## src/include/btp_cfg.svh

```systemverilog
// Constants for the TLV object parser: addresses, field positions, tag ranges
`ifndef BTP_CFG_SVH
`define BTP_CFG_SVH
`define BTP_A_CTRL 12'h000
`define BTP_A_STAT 12'h004
`define BTP_A_ISTAT 12'h008
`define BTP_A_IMASK 12'h00C
`define BTP_A_TAG 12'h010
`define BTP_A_LEN 12'h014
`define BTP_A_INFO 12'h018
`define BTP_EN_BIT 0
`define BTP_RESTART_BIT 1
`define BTP_EN_RST 1'b1
`define BTP_IRQ_W 3
`define BTP_IRQ_OBJ 0
`define BTP_IRQ_ERR 1
`define BTP_IRQ_TMPL 2
`define BTP_CLS 7:6
`define BTP_FORM_BIT 5
`define BTP_LOW5 4:0
`define BTP_LOW7 6:0
`define BTP_LCNT 1:0
`define BTP_CONT_BIT 7
`define BTP_LONG_BIT 7
`define BTP_TAG_MULTI 5'h1F
`define BTP_TAG_NONE 5'h00
`define BTP_TNUM_NONE 7'h00
`define BTP_LEN_MAXN 7'h02
`define BTP_T_STD0 16'h0061
`define BTP_T_STD1 16'h006F
`define BTP_T_APP_LO 16'h0070
`define BTP_T_APP_HI 16'h007F
`define BTP_T_SP1_LO 16'h0080
`define BTP_T_SP1_HI 16'h009E
`define BTP_T_SP2_LO 16'h9F01
`define BTP_T_SP2_HI 16'h9F4F
`define BTP_T_PAY_LO 16'h9F50
`define BTP_T_PAY_HI 16'h9F7F
`endif

```

## src/include/btp_pkg.sv

```systemverilog
// Types shared by the TLV object parser
package btp_pkg;
    typedef enum logic [2:0] {ST_TAG1, ST_TAG2, ST_LEN1, ST_LENX, ST_VAL, ST_ERR} btp_state_t;
    typedef enum logic [1:0] {K_TAG, K_LEN, K_VAL} btp_kind_t;
    typedef enum logic [2:0] {ERR_NONE, ERR_TAG0, ERR_TAGLEN, ERR_LENF, ERR_OVER, ERR_NEST} btp_err_t;
endpackage

```

## src/include/btp_cls_if.sv

```systemverilog
// Decoded tag handed from the parser to the tag classifier
`timescale 1ns/100ps
interface btp_cls_if;
    logic [15:0] tag;
    logic two;
    logic cons;
    logic std_t;
    logic app_t;
    logic spec_r;
    logic pay_r;
    modport prs (output tag, output two, output cons, input std_t, input app_t, input spec_r, input pay_r);
    modport cls (input tag, input two, input cons, output std_t, output app_t, output spec_r, output pay_r);
endinterface

```

## src/core/btp_parser.sv

```systemverilog
// Byte-serial TLV object parser with APB register slave
`timescale 1ns/100ps
`include "btp_cfg.svh"
module btp_parser import btp_pkg::*; #(
    parameter int LEN_W = 16
) (
    input wire logic clk,
    input wire logic rst,
    input wire logic psel,
    input wire logic penable,
    input wire logic pwrite,
    input wire logic [11:0] paddr,
    input wire logic [31:0] pwdata,
    output logic [31:0] prdata,
    output logic pready,
    output logic pslverr,
    input wire logic in_valid,
    input wire logic [7:0] in_data,
    output logic in_ready,
    output logic out_valid,
    output btp_kind_t out_kind,
    output logic [7:0] out_data,
    output logic out_last,
    output logic obj_done,
    output logic [1:0] tag_class,
    output logic tag_cons,
    output logic std_tmpl,
    output logic app_tmpl,
    output logic spec_res,
    output logic pay_res,
    output logic err,
    output logic irq
);

    btp_state_t st_q, st_d;
    btp_err_t fault, err_q;
    logic two_q;
    logic [15:0] tag_q;
    logic [LEN_W-1:0] len_q, vcnt_q, rem_q, len_val;
    logic [7:0] lacc_q;
    logic [1:0] lcnt_q;
    logic in_tmpl_q;
    logic en_q;
    logic [`BTP_IRQ_W-1:0] istat_q, imask_q, ev, w1c;
    logic acc, len_done, obj_end, tmpl_in, restart;
    logic setup, wr_en, mapped;
    logic [31:0] rd_w;

    btp_cls_if cif();
    btp_tag_class u_cls (
        .clk(clk),
        .rst(rst),
        .c(cif.cls)
    );
    assign cif.tag = tag_q;
    assign cif.two = two_q;
    assign cif.cons = tag_cons;
    assign std_tmpl = cif.std_t;
    assign app_tmpl = cif.app_t;
    assign spec_res = cif.spec_r;
    assign pay_res = cif.pay_r;

    assign acc = in_valid && in_ready;

    // Next state and fault detection for the accepted byte
    always_comb begin
        st_d = st_q;
        fault = ERR_NONE;
        len_done = 1'b0;
        len_val = '0;
        obj_end = 1'b0;
        tmpl_in = 1'b0;
        if (acc) begin
            case (st_q)
                ST_TAG1: begin
                    if (in_data[`BTP_LOW5] == `BTP_TAG_MULTI) begin
                        st_d = ST_TAG2;
                    end else if (in_data[`BTP_LOW5] == `BTP_TAG_NONE) begin
                        fault = ERR_TAG0;
                    end else begin
                        st_d = ST_LEN1;
                    end
                end
                ST_TAG2: begin
                    if (in_data[`BTP_CONT_BIT]) begin
                        fault = ERR_TAGLEN;
                    end else if (in_data[`BTP_LOW7] == `BTP_TNUM_NONE) begin
                        fault = ERR_TAG0;
                    end else begin
                        st_d = ST_LEN1;
                    end
                end
                ST_LEN1: begin
                    if (!in_data[`BTP_LONG_BIT]) begin
                        len_done = 1'b1;
                        len_val = LEN_W'(in_data[`BTP_LOW7]);
                    end else if (in_data[`BTP_LOW7] == `BTP_TNUM_NONE || in_data[`BTP_LOW7] > `BTP_LEN_MAXN) begin
                        fault = ERR_LENF;
                    end else begin
                        st_d = ST_LENX;
                    end
                end
                ST_LENX: begin
                    if (lcnt_q == 2'h1) begin
                        len_done = 1'b1;
                        len_val = LEN_W'({lacc_q, in_data});
                    end
                end
                ST_VAL: begin
                    if (vcnt_q == LEN_W'(1)) begin
                        obj_end = 1'b1;
                        st_d = ST_TAG1;
                    end
                end
                default: begin
                    st_d = st_q;
                end
            endcase
            if (len_done) begin
                if (len_val == '0) begin
                    obj_end = 1'b1;
                    st_d = ST_TAG1;
                end else if (in_tmpl_q && (tag_cons || len_val >= rem_q)) begin
                    fault = tag_cons ? ERR_NEST : ERR_OVER;
                end else if (tag_cons) begin
                    tmpl_in = 1'b1;
                    st_d = ST_TAG1;
                end else begin
                    st_d = ST_VAL;
                end
            end
            if (in_tmpl_q && rem_q == LEN_W'(1) && !obj_end && fault == ERR_NONE) begin
                fault = ERR_OVER;
            end
            if (fault != ERR_NONE) begin
                st_d = ST_ERR;
            end
        end
    end

    // Parser sequencing and counters
    always_ff @(posedge clk) begin
        if (rst || restart) begin
            st_q <= ST_TAG1;
            err_q <= ERR_NONE;
            in_tmpl_q <= 1'b0;
            rem_q <= '0;
            vcnt_q <= '0;
            lcnt_q <= '0;
            lacc_q <= '0;
        end else if (acc) begin
            st_q <= st_d;
            if (fault != ERR_NONE) begin
                err_q <= fault;
            end
            if (st_q == ST_LEN1) begin
                lcnt_q <= in_data[`BTP_LCNT];
                lacc_q <= '0;
            end
            if (st_q == ST_LENX) begin
                lcnt_q <= lcnt_q - 2'h1;
                lacc_q <= in_data;
            end
            if (st_q == ST_VAL) begin
                vcnt_q <= vcnt_q - LEN_W'(1);
            end
            if (len_done) begin
                vcnt_q <= len_val;
            end
            if (tmpl_in) begin
                in_tmpl_q <= 1'b1;
                rem_q <= len_val;
            end else if (in_tmpl_q) begin
                rem_q <= rem_q - LEN_W'(1);
                if (rem_q == LEN_W'(1)) begin
                    in_tmpl_q <= 1'b0;
                end
            end
        end
    end

    // Tag and length capture
    always_ff @(posedge clk) begin
        if (rst) begin
            tag_class <= '0;
            tag_cons <= 1'b0;
            two_q <= 1'b0;
            tag_q <= '0;
            len_q <= '0;
        end else if (acc) begin
            if (st_q == ST_TAG1) begin
                tag_class <= in_data[`BTP_CLS];
                tag_cons <= in_data[`BTP_FORM_BIT];
                two_q <= in_data[`BTP_LOW5] == `BTP_TAG_MULTI;
                tag_q <= {8'h00, in_data};
            end
            if (st_q == ST_TAG2) begin
                tag_q <= {tag_q[7:0], in_data};
            end
            if (len_done) begin
                len_q <= len_val;
            end
        end
    end

    // Stream outputs
    always_ff @(posedge clk) begin
        if (rst) begin
            in_ready <= 1'b0;
            out_valid <= 1'b0;
            out_kind <= K_TAG;
            out_data <= '0;
            out_last <= 1'b0;
            obj_done <= 1'b0;
            err <= 1'b0;
        end else begin
            in_ready <= en_q && st_d != ST_ERR && !restart;
            out_valid <= acc && fault == ERR_NONE;
            out_data <= in_data;
            out_last <= acc && obj_end && fault == ERR_NONE;
            obj_done <= acc && obj_end && fault == ERR_NONE;
            err <= st_d == ST_ERR && !restart;
            if (st_q == ST_TAG1 || st_q == ST_TAG2) begin
                out_kind <= K_TAG;
            end else if (st_q == ST_VAL) begin
                out_kind <= K_VAL;
            end else begin
                out_kind <= K_LEN;
            end
        end
    end

    // APB slave: one wait-free access phase after each setup
    assign setup = psel && !penable;
    assign wr_en = psel && penable && pwrite && pready;
    assign restart = wr_en && paddr == `BTP_A_CTRL && pwdata[`BTP_RESTART_BIT];
    assign w1c = (wr_en && paddr == `BTP_A_ISTAT) ? pwdata[`BTP_IRQ_W-1:0] : '0;

    always_comb begin
        rd_w = '0;
        mapped = 1'b1;
        case (paddr)
            `BTP_A_CTRL: rd_w[`BTP_EN_BIT] = en_q;
            `BTP_A_STAT: rd_w[5:0] = {err_q, in_tmpl_q, st_q != ST_TAG1, st_q == ST_ERR};
            `BTP_A_ISTAT: rd_w[`BTP_IRQ_W-1:0] = istat_q;
            `BTP_A_IMASK: rd_w[`BTP_IRQ_W-1:0] = imask_q;
            `BTP_A_TAG: rd_w[15:0] = tag_q;
            `BTP_A_LEN: rd_w[LEN_W-1:0] = len_q;
            `BTP_A_INFO: rd_w[7:0] = {pay_res, spec_res, app_tmpl, std_tmpl, two_q, tag_cons, tag_class};
            default: mapped = 1'b0;
        endcase
    end

    always_ff @(posedge clk) begin
        if (rst) begin
            pready <= 1'b0;
            pslverr <= 1'b0;
            prdata <= '0;
        end else begin
            pready <= setup;
            pslverr <= setup && !mapped;
            if (setup && !pwrite) begin
                prdata <= rd_w;
            end
        end
    end

    always_ff @(posedge clk) begin
        if (rst) begin
            en_q <= `BTP_EN_RST;
            imask_q <= '0;
        end else if (wr_en) begin
            if (paddr == `BTP_A_CTRL) begin
                en_q <= pwdata[`BTP_EN_BIT];
            end
            if (paddr == `BTP_A_IMASK) begin
                imask_q <= pwdata[`BTP_IRQ_W-1:0];
            end
        end
    end

    // Sticky events; a new event wins over a clear in the same cycle
    always_comb begin
        ev = '0;
        ev[`BTP_IRQ_OBJ] = acc && obj_end && fault == ERR_NONE;
        ev[`BTP_IRQ_ERR] = acc && fault != ERR_NONE;
        ev[`BTP_IRQ_TMPL] = tmpl_in;
    end

    always_ff @(posedge clk) begin
        if (rst) begin
            istat_q <= '0;
            irq <= 1'b0;
        end else begin
            istat_q <= (istat_q & ~w1c) | ev;
            irq <= |(istat_q & imask_q);
        end
    end
endmodule // btp_parser

```

## src/core/btp_tag_class.sv

```systemverilog
// Tag classifier: template and reserved range flags
`timescale 1ns/100ps
`include "btp_cfg.svh"
module btp_tag_class (
    input wire logic clk,
    input wire logic rst,
    btp_cls_if.cls c
);

    always_ff @(posedge clk) begin
        if (rst) begin
            c.std_t <= 1'b0;
            c.app_t <= 1'b0;
            c.spec_r <= 1'b0;
            c.pay_r <= 1'b0;
        end else begin
            c.std_t <= !c.two && (c.tag == `BTP_T_STD0 || c.tag == `BTP_T_STD1);
            c.app_t <= !c.two && c.tag >= `BTP_T_APP_LO && c.tag <= `BTP_T_APP_HI;
            c.spec_r <= !c.cons && ((!c.two && c.tag >= `BTP_T_SP1_LO && c.tag <= `BTP_T_SP1_HI)
                || (c.two && c.tag >= `BTP_T_SP2_LO && c.tag <= `BTP_T_SP2_HI));
            c.pay_r <= !c.cons && c.two && c.tag >= `BTP_T_PAY_LO && c.tag <= `BTP_T_PAY_HI;
        end
    end
endmodule // btp_tag_class

```

## config.mk

```make
export PLATFORM = sky130hd
export DESIGN_NAME = btp_parser
export DESIGN_NICKNAME = d
export VERILOG_FILES = /design/src/include/btp_pkg.sv /design/src/include/btp_cls_if.sv /design/src/core/btp_parser.sv /design/src/core/btp_tag_class.sv
export VERILOG_INCLUDE_DIRS = /design/src /design/src/include
export SDC_FILE = /design/constraint.sdc
export NUM_CORES = 1
export LEC_CHECK = 0
export BUFFER_PORTS_ARGS = -buffer_cell sky130_fd_sc_hd__buf_2
export CORE_UTILIZATION = 50
export DETAILED_ROUTE_END_ITERATION = 8
export PLACE_DENSITY = 0.72
export SLEW_MARGIN = 20
export SYNTH_ARGS = -nofsm -noshare
export SYNTH_HDL_FRONTEND = slang
export SYNTH_SLANG_ARGS = --single-unit
```

## constraint.sdc

```tcl
create_clock -name clk -period 4.1 [get_ports clk]
set_input_delay 0 -clock clk [delete_from_list [all_inputs] [get_ports clk]]
set_output_delay 0 -clock clk [all_outputs]
set_load 0.005 [all_outputs]
```

# ---- Word-level counts from Yosys, hierarchy flattened
# Cells that the tools add are included.
dict set report word_totals {
  register_bits 129
  inputBits 58
  out_inout_bits 57
  word_cells 206
}
dict set report classes {
  n_addsub 3
  order_cmp 10
  eq_ne 19
  n_mux 70
  bitwise 4
  reduce_logical 71
}
# op n
set ops {}
lappend ops {{$mux 16} 8}
lappend ops {{$mux 3} 21}
lappend ops {{$eq 12x5->1 const B} 3}
lappend ops {{$eq 16x1->1 const B} 2}
lappend ops {{$eq 16x7->1 const B} 2}
lappend ops {{$ge 16x16->1 const B} 2}
lappend ops {{$le 16x16->1 const B} 2}
lappend ops {{$logic_and 1x1->1} 32}
lappend ops {{$pmux 16 s2} 1}
lappend ops {{$sub 16x1->16 const B} 2}
lappend ops {{$eq 12x4->1 const B} 2}
lappend ops {{$pmux 3 s4} 2}
lappend ops {{$mux 1} 23}
lappend ops {{$reduce_and 2->1} 9}
lappend ops {{$ge 16x16->1} 1}
lappend ops {{$ge 16x7->1 const B} 1}
lappend ops {{$ge 16x8->1 const B} 1}
lappend ops {{$le 16x7->1 const B} 1}
lappend ops {{$le 16x8->1 const B} 1}
lappend ops {{$logic_not 16->1} 1}
lappend ops {{$mux 8} 2}
lappend ops {{$pmux 8 s2} 1}
lappend ops {{$eq 12x3->1 const B} 1}
lappend ops {{$logic_not 12->1} 1}
lappend ops {{other kinds (27)} 55}

# ---- Logic depth before layout (Yosys ltp)
dict set report depth {
  word_depth 21
  ltp_mapped 15
  depth_no_buf 13
}

# ---- Cells and area by module
# Synthesis repeated with hierarchy kept, for this count alone.
dict set report hier_totals {
  cells_unflattened 836
  hier_area_um2 6622.6
}
# mod instances cells_per_inst area_per_inst_um2
set modules_own_cells {}
lappend modules_own_cells {btp_parser 1 799 6338.6}
lappend modules_own_cells {btp_tag_class 1 37 284.0}

# ---- Worst setup path before layout
# Ideal clock, no wire load.
dict set report synth_path {
  kind {flip-flop to flip-flop}
  startpoint {reg lcnt_q[1]}
  endpoint {reg rem_q[6]}
  setup_time_ps 86
  arrival_ps 3255
  t_required_ps 4014
  path_slack_ps 760
  path_stages_with_launch 16
  path_buffers 3
  period_less_slack_ps 3340
  cell_sequence {dfxtp_1 -> inv_1 -> ha_1 -> and4b_1 -> clkbuf_1 -> and2_1 -> clkbuf_1 -> ha_1 -> nand4_1 -> or3_1 -> o311ai_0 -> o21ai_1 -> nand2_1 -> buf_2 -> nor2_1 -> a211oi_1}
}
dict set report synth_via {
  elab_chain_len 13
  elab_cells_between_ends 18
  cone_classes {1 x order compare; 1 x eq/ne; 11 x mux; 5 x reduce/logical}
}
# element line
set synth_rtl {}
lappend synth_rtl {{start, declared} btp_parser.sv:41} ;# logic [1:0] lcnt_q;
lappend synth_rtl {{start signal, assigned} btp_parser.sv:157} ;# lcnt_q <= in_data[`BTP_LCNT];
lappend synth_rtl {{start signal, assigned} btp_parser.sv:161} ;# lcnt_q <= lcnt_q - 2'h1;
lappend synth_rtl {{$eq 2x1->1 *} btp_parser.sv:104} ;# if (lcnt_q == 2'h1) begin
lappend synth_rtl {{$mux 16 *} btp_parser.sv:104}
lappend synth_rtl {{$pmux 16 s2 *} btp_parser.sv:74} ;# case (st_q)
lappend synth_rtl {{$mux 16 *} btp_parser.sv:73} ;# if (acc) begin
lappend synth_rtl {{net len_val[14]} btp_parser.sv:39} ;# logic [LEN_W-1:0] len_q, vcnt_q, rem_q, len_val;
lappend synth_rtl {{$ge 16x16->1} btp_parser.sv:123} ;# end else if (in_tmpl_q && (tag_cons || len_val >= rem_q)) begin
lappend synth_rtl {{$logic_or 1x1->1} btp_parser.sv:123}
lappend synth_rtl {{$logic_and 1x1->1} btp_parser.sv:123}
lappend synth_rtl {{$mux 1} btp_parser.sv:123}
lappend synth_rtl {{$mux 1 *} btp_parser.sv:120} ;# if (len_val == '0) begin
lappend synth_rtl {{$mux 1 *} btp_parser.sv:119} ;# if (len_done) begin
lappend synth_rtl {{$mux 1 *} btp_parser.sv:73}
lappend synth_rtl {{$reduce_bool 2->1 (no line)} n/a}
lappend synth_rtl {{$reduce_and 2->1 (no line)} n/a}
lappend synth_rtl {{end signal, assigned} btp_parser.sv:172} ;# rem_q <= len_val;
lappend synth_rtl {{end signal, assigned} btp_parser.sv:174} ;# rem_q <= rem_q - LEN_W'(1);
lappend synth_rtl {{end, declared} btp_parser.sv:39}
# Mark *: on every way through the listed nets, which the timed path passes. The rest lies on a longest branch. The select of a mux whose other input is x is not followed.
# A chain may end at the register's enable or synchronous reset.

# ---- Worst setup path after layout
dict set report layout_path {
  startpoint {reg lcnt_q[1]}
  endpoint {reg rem_q[15]}
}
dict set report layout_via {
  elab_chain_len 13
  elab_cells_between_ends 18
  cone_classes {1 x order compare; 1 x eq/ne; 11 x mux; 5 x reduce/logical}
}
# element line
set layout_rtl {}
lappend layout_rtl {{$eq 2x1->1 *} btp_parser.sv:104}
lappend layout_rtl {{$mux 16 *} btp_parser.sv:104}
lappend layout_rtl {{$pmux 16 s2 *} btp_parser.sv:74}
lappend layout_rtl {{$mux 16 *} btp_parser.sv:73}
lappend layout_rtl {{net len_val[15]} btp_parser.sv:39}
lappend layout_rtl {{$ge 16x16->1} btp_parser.sv:123}
lappend layout_rtl {{$logic_or 1x1->1} btp_parser.sv:123}
lappend layout_rtl {{$logic_and 1x1->1} btp_parser.sv:123}
lappend layout_rtl {{$mux 1} btp_parser.sv:123}
lappend layout_rtl {{$mux 1} btp_parser.sv:120}
lappend layout_rtl {{$mux 1} btp_parser.sv:119}
lappend layout_rtl {{$mux 1} btp_parser.sv:73}
lappend layout_rtl {{$reduce_bool 2->1 (no line)} n/a}
lappend layout_rtl {{$reduce_and 2->1 (no line)} n/a}
# Marks and branches as above.

==> run_results.csv <==
group,metric,value,unit
clock_tree,clockBufferDepth,2,
global_routing,grt_remaining_overflow,0,
global_routing,grt_pass1_vias,5868,
placed_design,routabilityCongestion,0.871,
drt,drt-vias-per-instance,5.85,
global_routing,grt_busiest_layer,"met2",
die,core_area,0.0132,mm²
critical_path,rr_endpoint,"rem_q[15]$_SDFFE_PP0P_",
global_routing,gr-usage-met1,36.5,%
timing,finClkSkew,0.00707,ns
layout,final_core_util,59.5,%
yosys,syn-cell-area,0.00678,mm²
die,fp.dieH,118,µm
clock_tree,cts.clk_slew.worst_paths,0.05,ns
pwr,max-vdd-ir-drop,0.310,mV
layout,multi_input_area,0.00377,mm²
yosys,ys_async_sr_fraction,0,%
layout,antenna_cells,0,
layout,syn2layout_area_growth,16.2,%
global_routing,grt_max_degree,49,
critical_path,cp-end-kind,"flip-flop",
yosys,ys.flop_type,"dfxtp_1",
critical_path,path_cells,"inv_1 -> ha_1 -> and4b_1 -> and2_0 -> ha_1 -> nand4_1 -> or3_1 -> o311ai_0 -> o21ai_1 -> nand2_1 -> buf_4 -> o311ai_0 -> a31oi_1",
yosys,synthCells,851,
timing,fin_ws,0.368,ns
drt,vias,6404,
yosys,synth_edf_count,0,
clock_tree,cts_tree,"built",
timing,fin_tns_setup,0,ns
worst_hold_path,hold_class,"in -> reg",
drt,drt_iter0_drc,597,
die,io-pin-count,115,
global_routing,grtUsageMet3,6.42,%
layout,regArea,0.00258,mm²
pwr,powerDensity,398,mW/mm²
die,rows,42,
timing,hold_viol,0,
clock_tree,cts.sinks,129,
layout,nets,985,
clock_tree,clock_latency,0.42,ns
yosys,ys_seq_area_share,38.1,%
pwr,power,3130,µW
timing,finalSetupViolCount,0,
status,run_status,"completed",
global_routing,grtUsageTotal,27.1,%
critical_path,crit_path_max_fanout,27,
critical_path,worstSetupPathType,"reg -> reg",
worst_hold_path,holdPathStages,4,
timing,fmax,268,MHz
placed_design,dp_hpwl,12700,µm
placed_design,place_inst,1048,
yosys,synth.avg_cell_area,7.96,µm²
drt,first_pass_iters,5,
critical_path,critical_path_required,4.44,ns
job,drv_cap,0,
global_routing,antenna_found_initial,0,
critical_path,r2r_slack,0.37,ns
layout,instances_no_fill,1095,
clock_tree,cts_inserted_buffers,17,
timing,rsz0062_at_grt,"false",
timing,layout_worst_path_cycle_share,91.0,%
yosys,yosys_warnings,0,
die,initial_core_util,51.2,%
critical_path,worst-r2r-cell-count,13,
critical_path,slowest_delay,0.53,ns
yosys,ys_ff_latch,129,
worst_hold_path,holdPathEnd,"pslverr$_SDFF_PP0_",
clock_tree,h-tree-depth,4,
critical_path,crit_buf_inv,2,
critical_path,cp_top_family,"simple AND/OR/NAND/NOR gates",
drt,wire_per_inst,16.9,µm
critical_path,critPathLaunchType,"flip-flop",
worst_hold_path,holdCritStartpoint,"paddr[11]",
timing,finalMaxSlewViolations,0,
placed_design,pre_cts_ws,0.448,ns
critical_path,reg2reg_from,"lcnt_q[1]$_SDFFE_PP0P_",
clock_tree,cts-root-buf,"clkbuf_16",
die,fp.dieW,118,µm
timing,post-route-min-period,3.73,ns
critical_path,cp_data_arrival_time,4.07,ns
yosys,synth.distinct_cells,73,
global_routing,grt_util_met2,41.8,%
global_routing,grt_first_pass_wirelength,29900,µm
placed_design,io_buffers,69,
timing,tightest_slew,0.995,ns
layout,drive_above_1_share,15.5,%
die,die_area,0.0140,mm²
drt,wl,18500,µm
pwr,power.leakage,0.00306,µW
timing,max_slew_margin,33.6,%
critical_path,cpMaxStageDelayCell,"o311ai_0",
drt,drtAntennaViolNets,0,
drt,drc_errors,0,
layout,fill_cells,1235,
layout make-up:
class,instances,area share [%]
multi-input cells,631,47.9
flip-flops and latches,129,32.8
repair buffers,98,7.62
clock buffers,23,6.19
well taps,176,2.79
inverters,29,1.38
clock inverters,9,1.33
routing by layer:
metal  part of all wire (%)  wire length, µm  vias up
met5                      0                0        -
met4                    2.7              497        0
met3                    7.5             1380       47
met2                     44             8060      275
met1                     46             8550     2972
li1                       -                -     3110
kinds of logic (layout without fill, tap and decap cells):
group | Yosys count | count (layout) | share of synthesized area, %
and+or+nand+nor | 353 | 353 | 26.1
AOI/OAI and AO/OA | 204 | 204 | 19.3
DFF | 129 | 129 | 38.1
buffers and inverters | 106 | 159 | 7.11
adders and majority gates | 21 | 21 | 3.88
muxes | 20 | 20 | 3.30
xor gates and xnor gates | 17 | 17 | 2.20
other | 1 | 16 | 0.0553
power breakdown:
group	internal, µW	switching (µW)	total [µW]
clock	956	553	1510
sequential	1280	27.3	1310
combinational	118	198	316
stage by stage:
stage                     instance area [µm²]  hold slack (ns)
final                                    7880           0.0352
after global routing                     7880           0.0850
after CTS                                7880           0.0327
after detailed placement                 7130            0.246
after global placement                   7130            0.244
after floorplan                          6830            0.118
repair_timing:
action,CTS,global route
setup buffers,0,0
endpoints found under the hold margin,42,0
hold buffers,15,0
setup endpoints to repair,0,0
resized for setup,0,0
tightest hold or removal path, stage by stage:
cell and delay, ns:
buf_2 0.08, nor4_2 0.04, buf_4 0.16, a21boi_0 0.14
placed cells by master (no fill, tap or decap), types with 8 or more instances in the layout:
cell / n
a211oi_1: 17
a21oi_1: 73
a22oi_1: 28
and2_1: 16
buf_2: 69
buf_4: 14
clkbuf_16: 17
conb_1: 16
dfxtp_1: 129
dlygate4sd3_1: 15
ha_1: 21
inv_1: 29
mux2_2: 9
mux2i_1: 10
nand2_1: 94
nand3_1: 36
nand4_1: 8
nor2_1: 89
nor2b_1: 13
nor3_1: 28
nor4_1: 10
o21ai_0: 32
or3_1: 10
xnor2_1: 13
synth_stat cells (all sizes together) (4+ instances only):
library cell / count / area (µm²)
dfxtp: 129 / 2580
nand2: 94 / 353
nor2: 89 / 334
a21oi: 74 / 370
clkbuf: 47 / 179
nand3: 36 / 180
o21ai: 33 / 165
buf: 30 / 194
inv: 29 / 109
a22oi: 28 / 210
nor3: 28 / 140
ha: 21 / 263
and2: 19 / 119
a211oi: 17 / 128
nor2b: 13 / 81.3
xnor2: 13 / 114
nor4: 12 / 96.3
or3: 11 / 70.1
mux2i: 10 / 100
mux2: 9 / 101
nand4: 9 / 62.6
or4: 8 / 67.6
a31oi: 6 / 37.5
nand2b: 6 / 37.5
o21a: 6 / 45.0
or2: 6 / 37.5
and3: 5 / 36.3
a221oi: 4 / 35.0
xor2: 4 / 35.0
worst max path at each step:
stage                            from                      to  slack (ns)  cells after the start
6_report       lcnt_q[1]$_SDFFE_PP0P_  rem_q[15]$_SDFFE_PP0P_        0.37                     13
5_1_grt        lcnt_q[1]$_SDFFE_PP0P_  rem_q[15]$_SDFFE_PP0P_        0.08                     13
4_1_cts        lcnt_q[1]$_SDFFE_PP0P_  rem_q[15]$_SDFFE_PP0P_        0.45                     13
3_5_place_dp   lcnt_q[1]$_SDFFE_PP0P_  rem_q[15]$_SDFFE_PP0P_        0.45                     13
3_3_place_gp   lcnt_q[1]$_SDFFE_PP0P_   err_q[1]$_SDFFE_PP0P_        0.59                     12
2_1_floorplan  lcnt_q[1]$_SDFFE_PP0P_   rem_q[6]$_SDFFE_PP0P_        0.76                     15
state kept, by name, indices dropped and copies added (netlist names), 2 cells and up:
register,flops
tag_class,2
err_q,3
vcnt_q,16
len_q,16
out_data,8
lacc_q,8
cif.tag,16
rem_q,16
prdata,16
st_q,3
lcnt_q,2
out_kind,2
imask_q,3
istat_q,3
(Power assumes the default switching activity.)
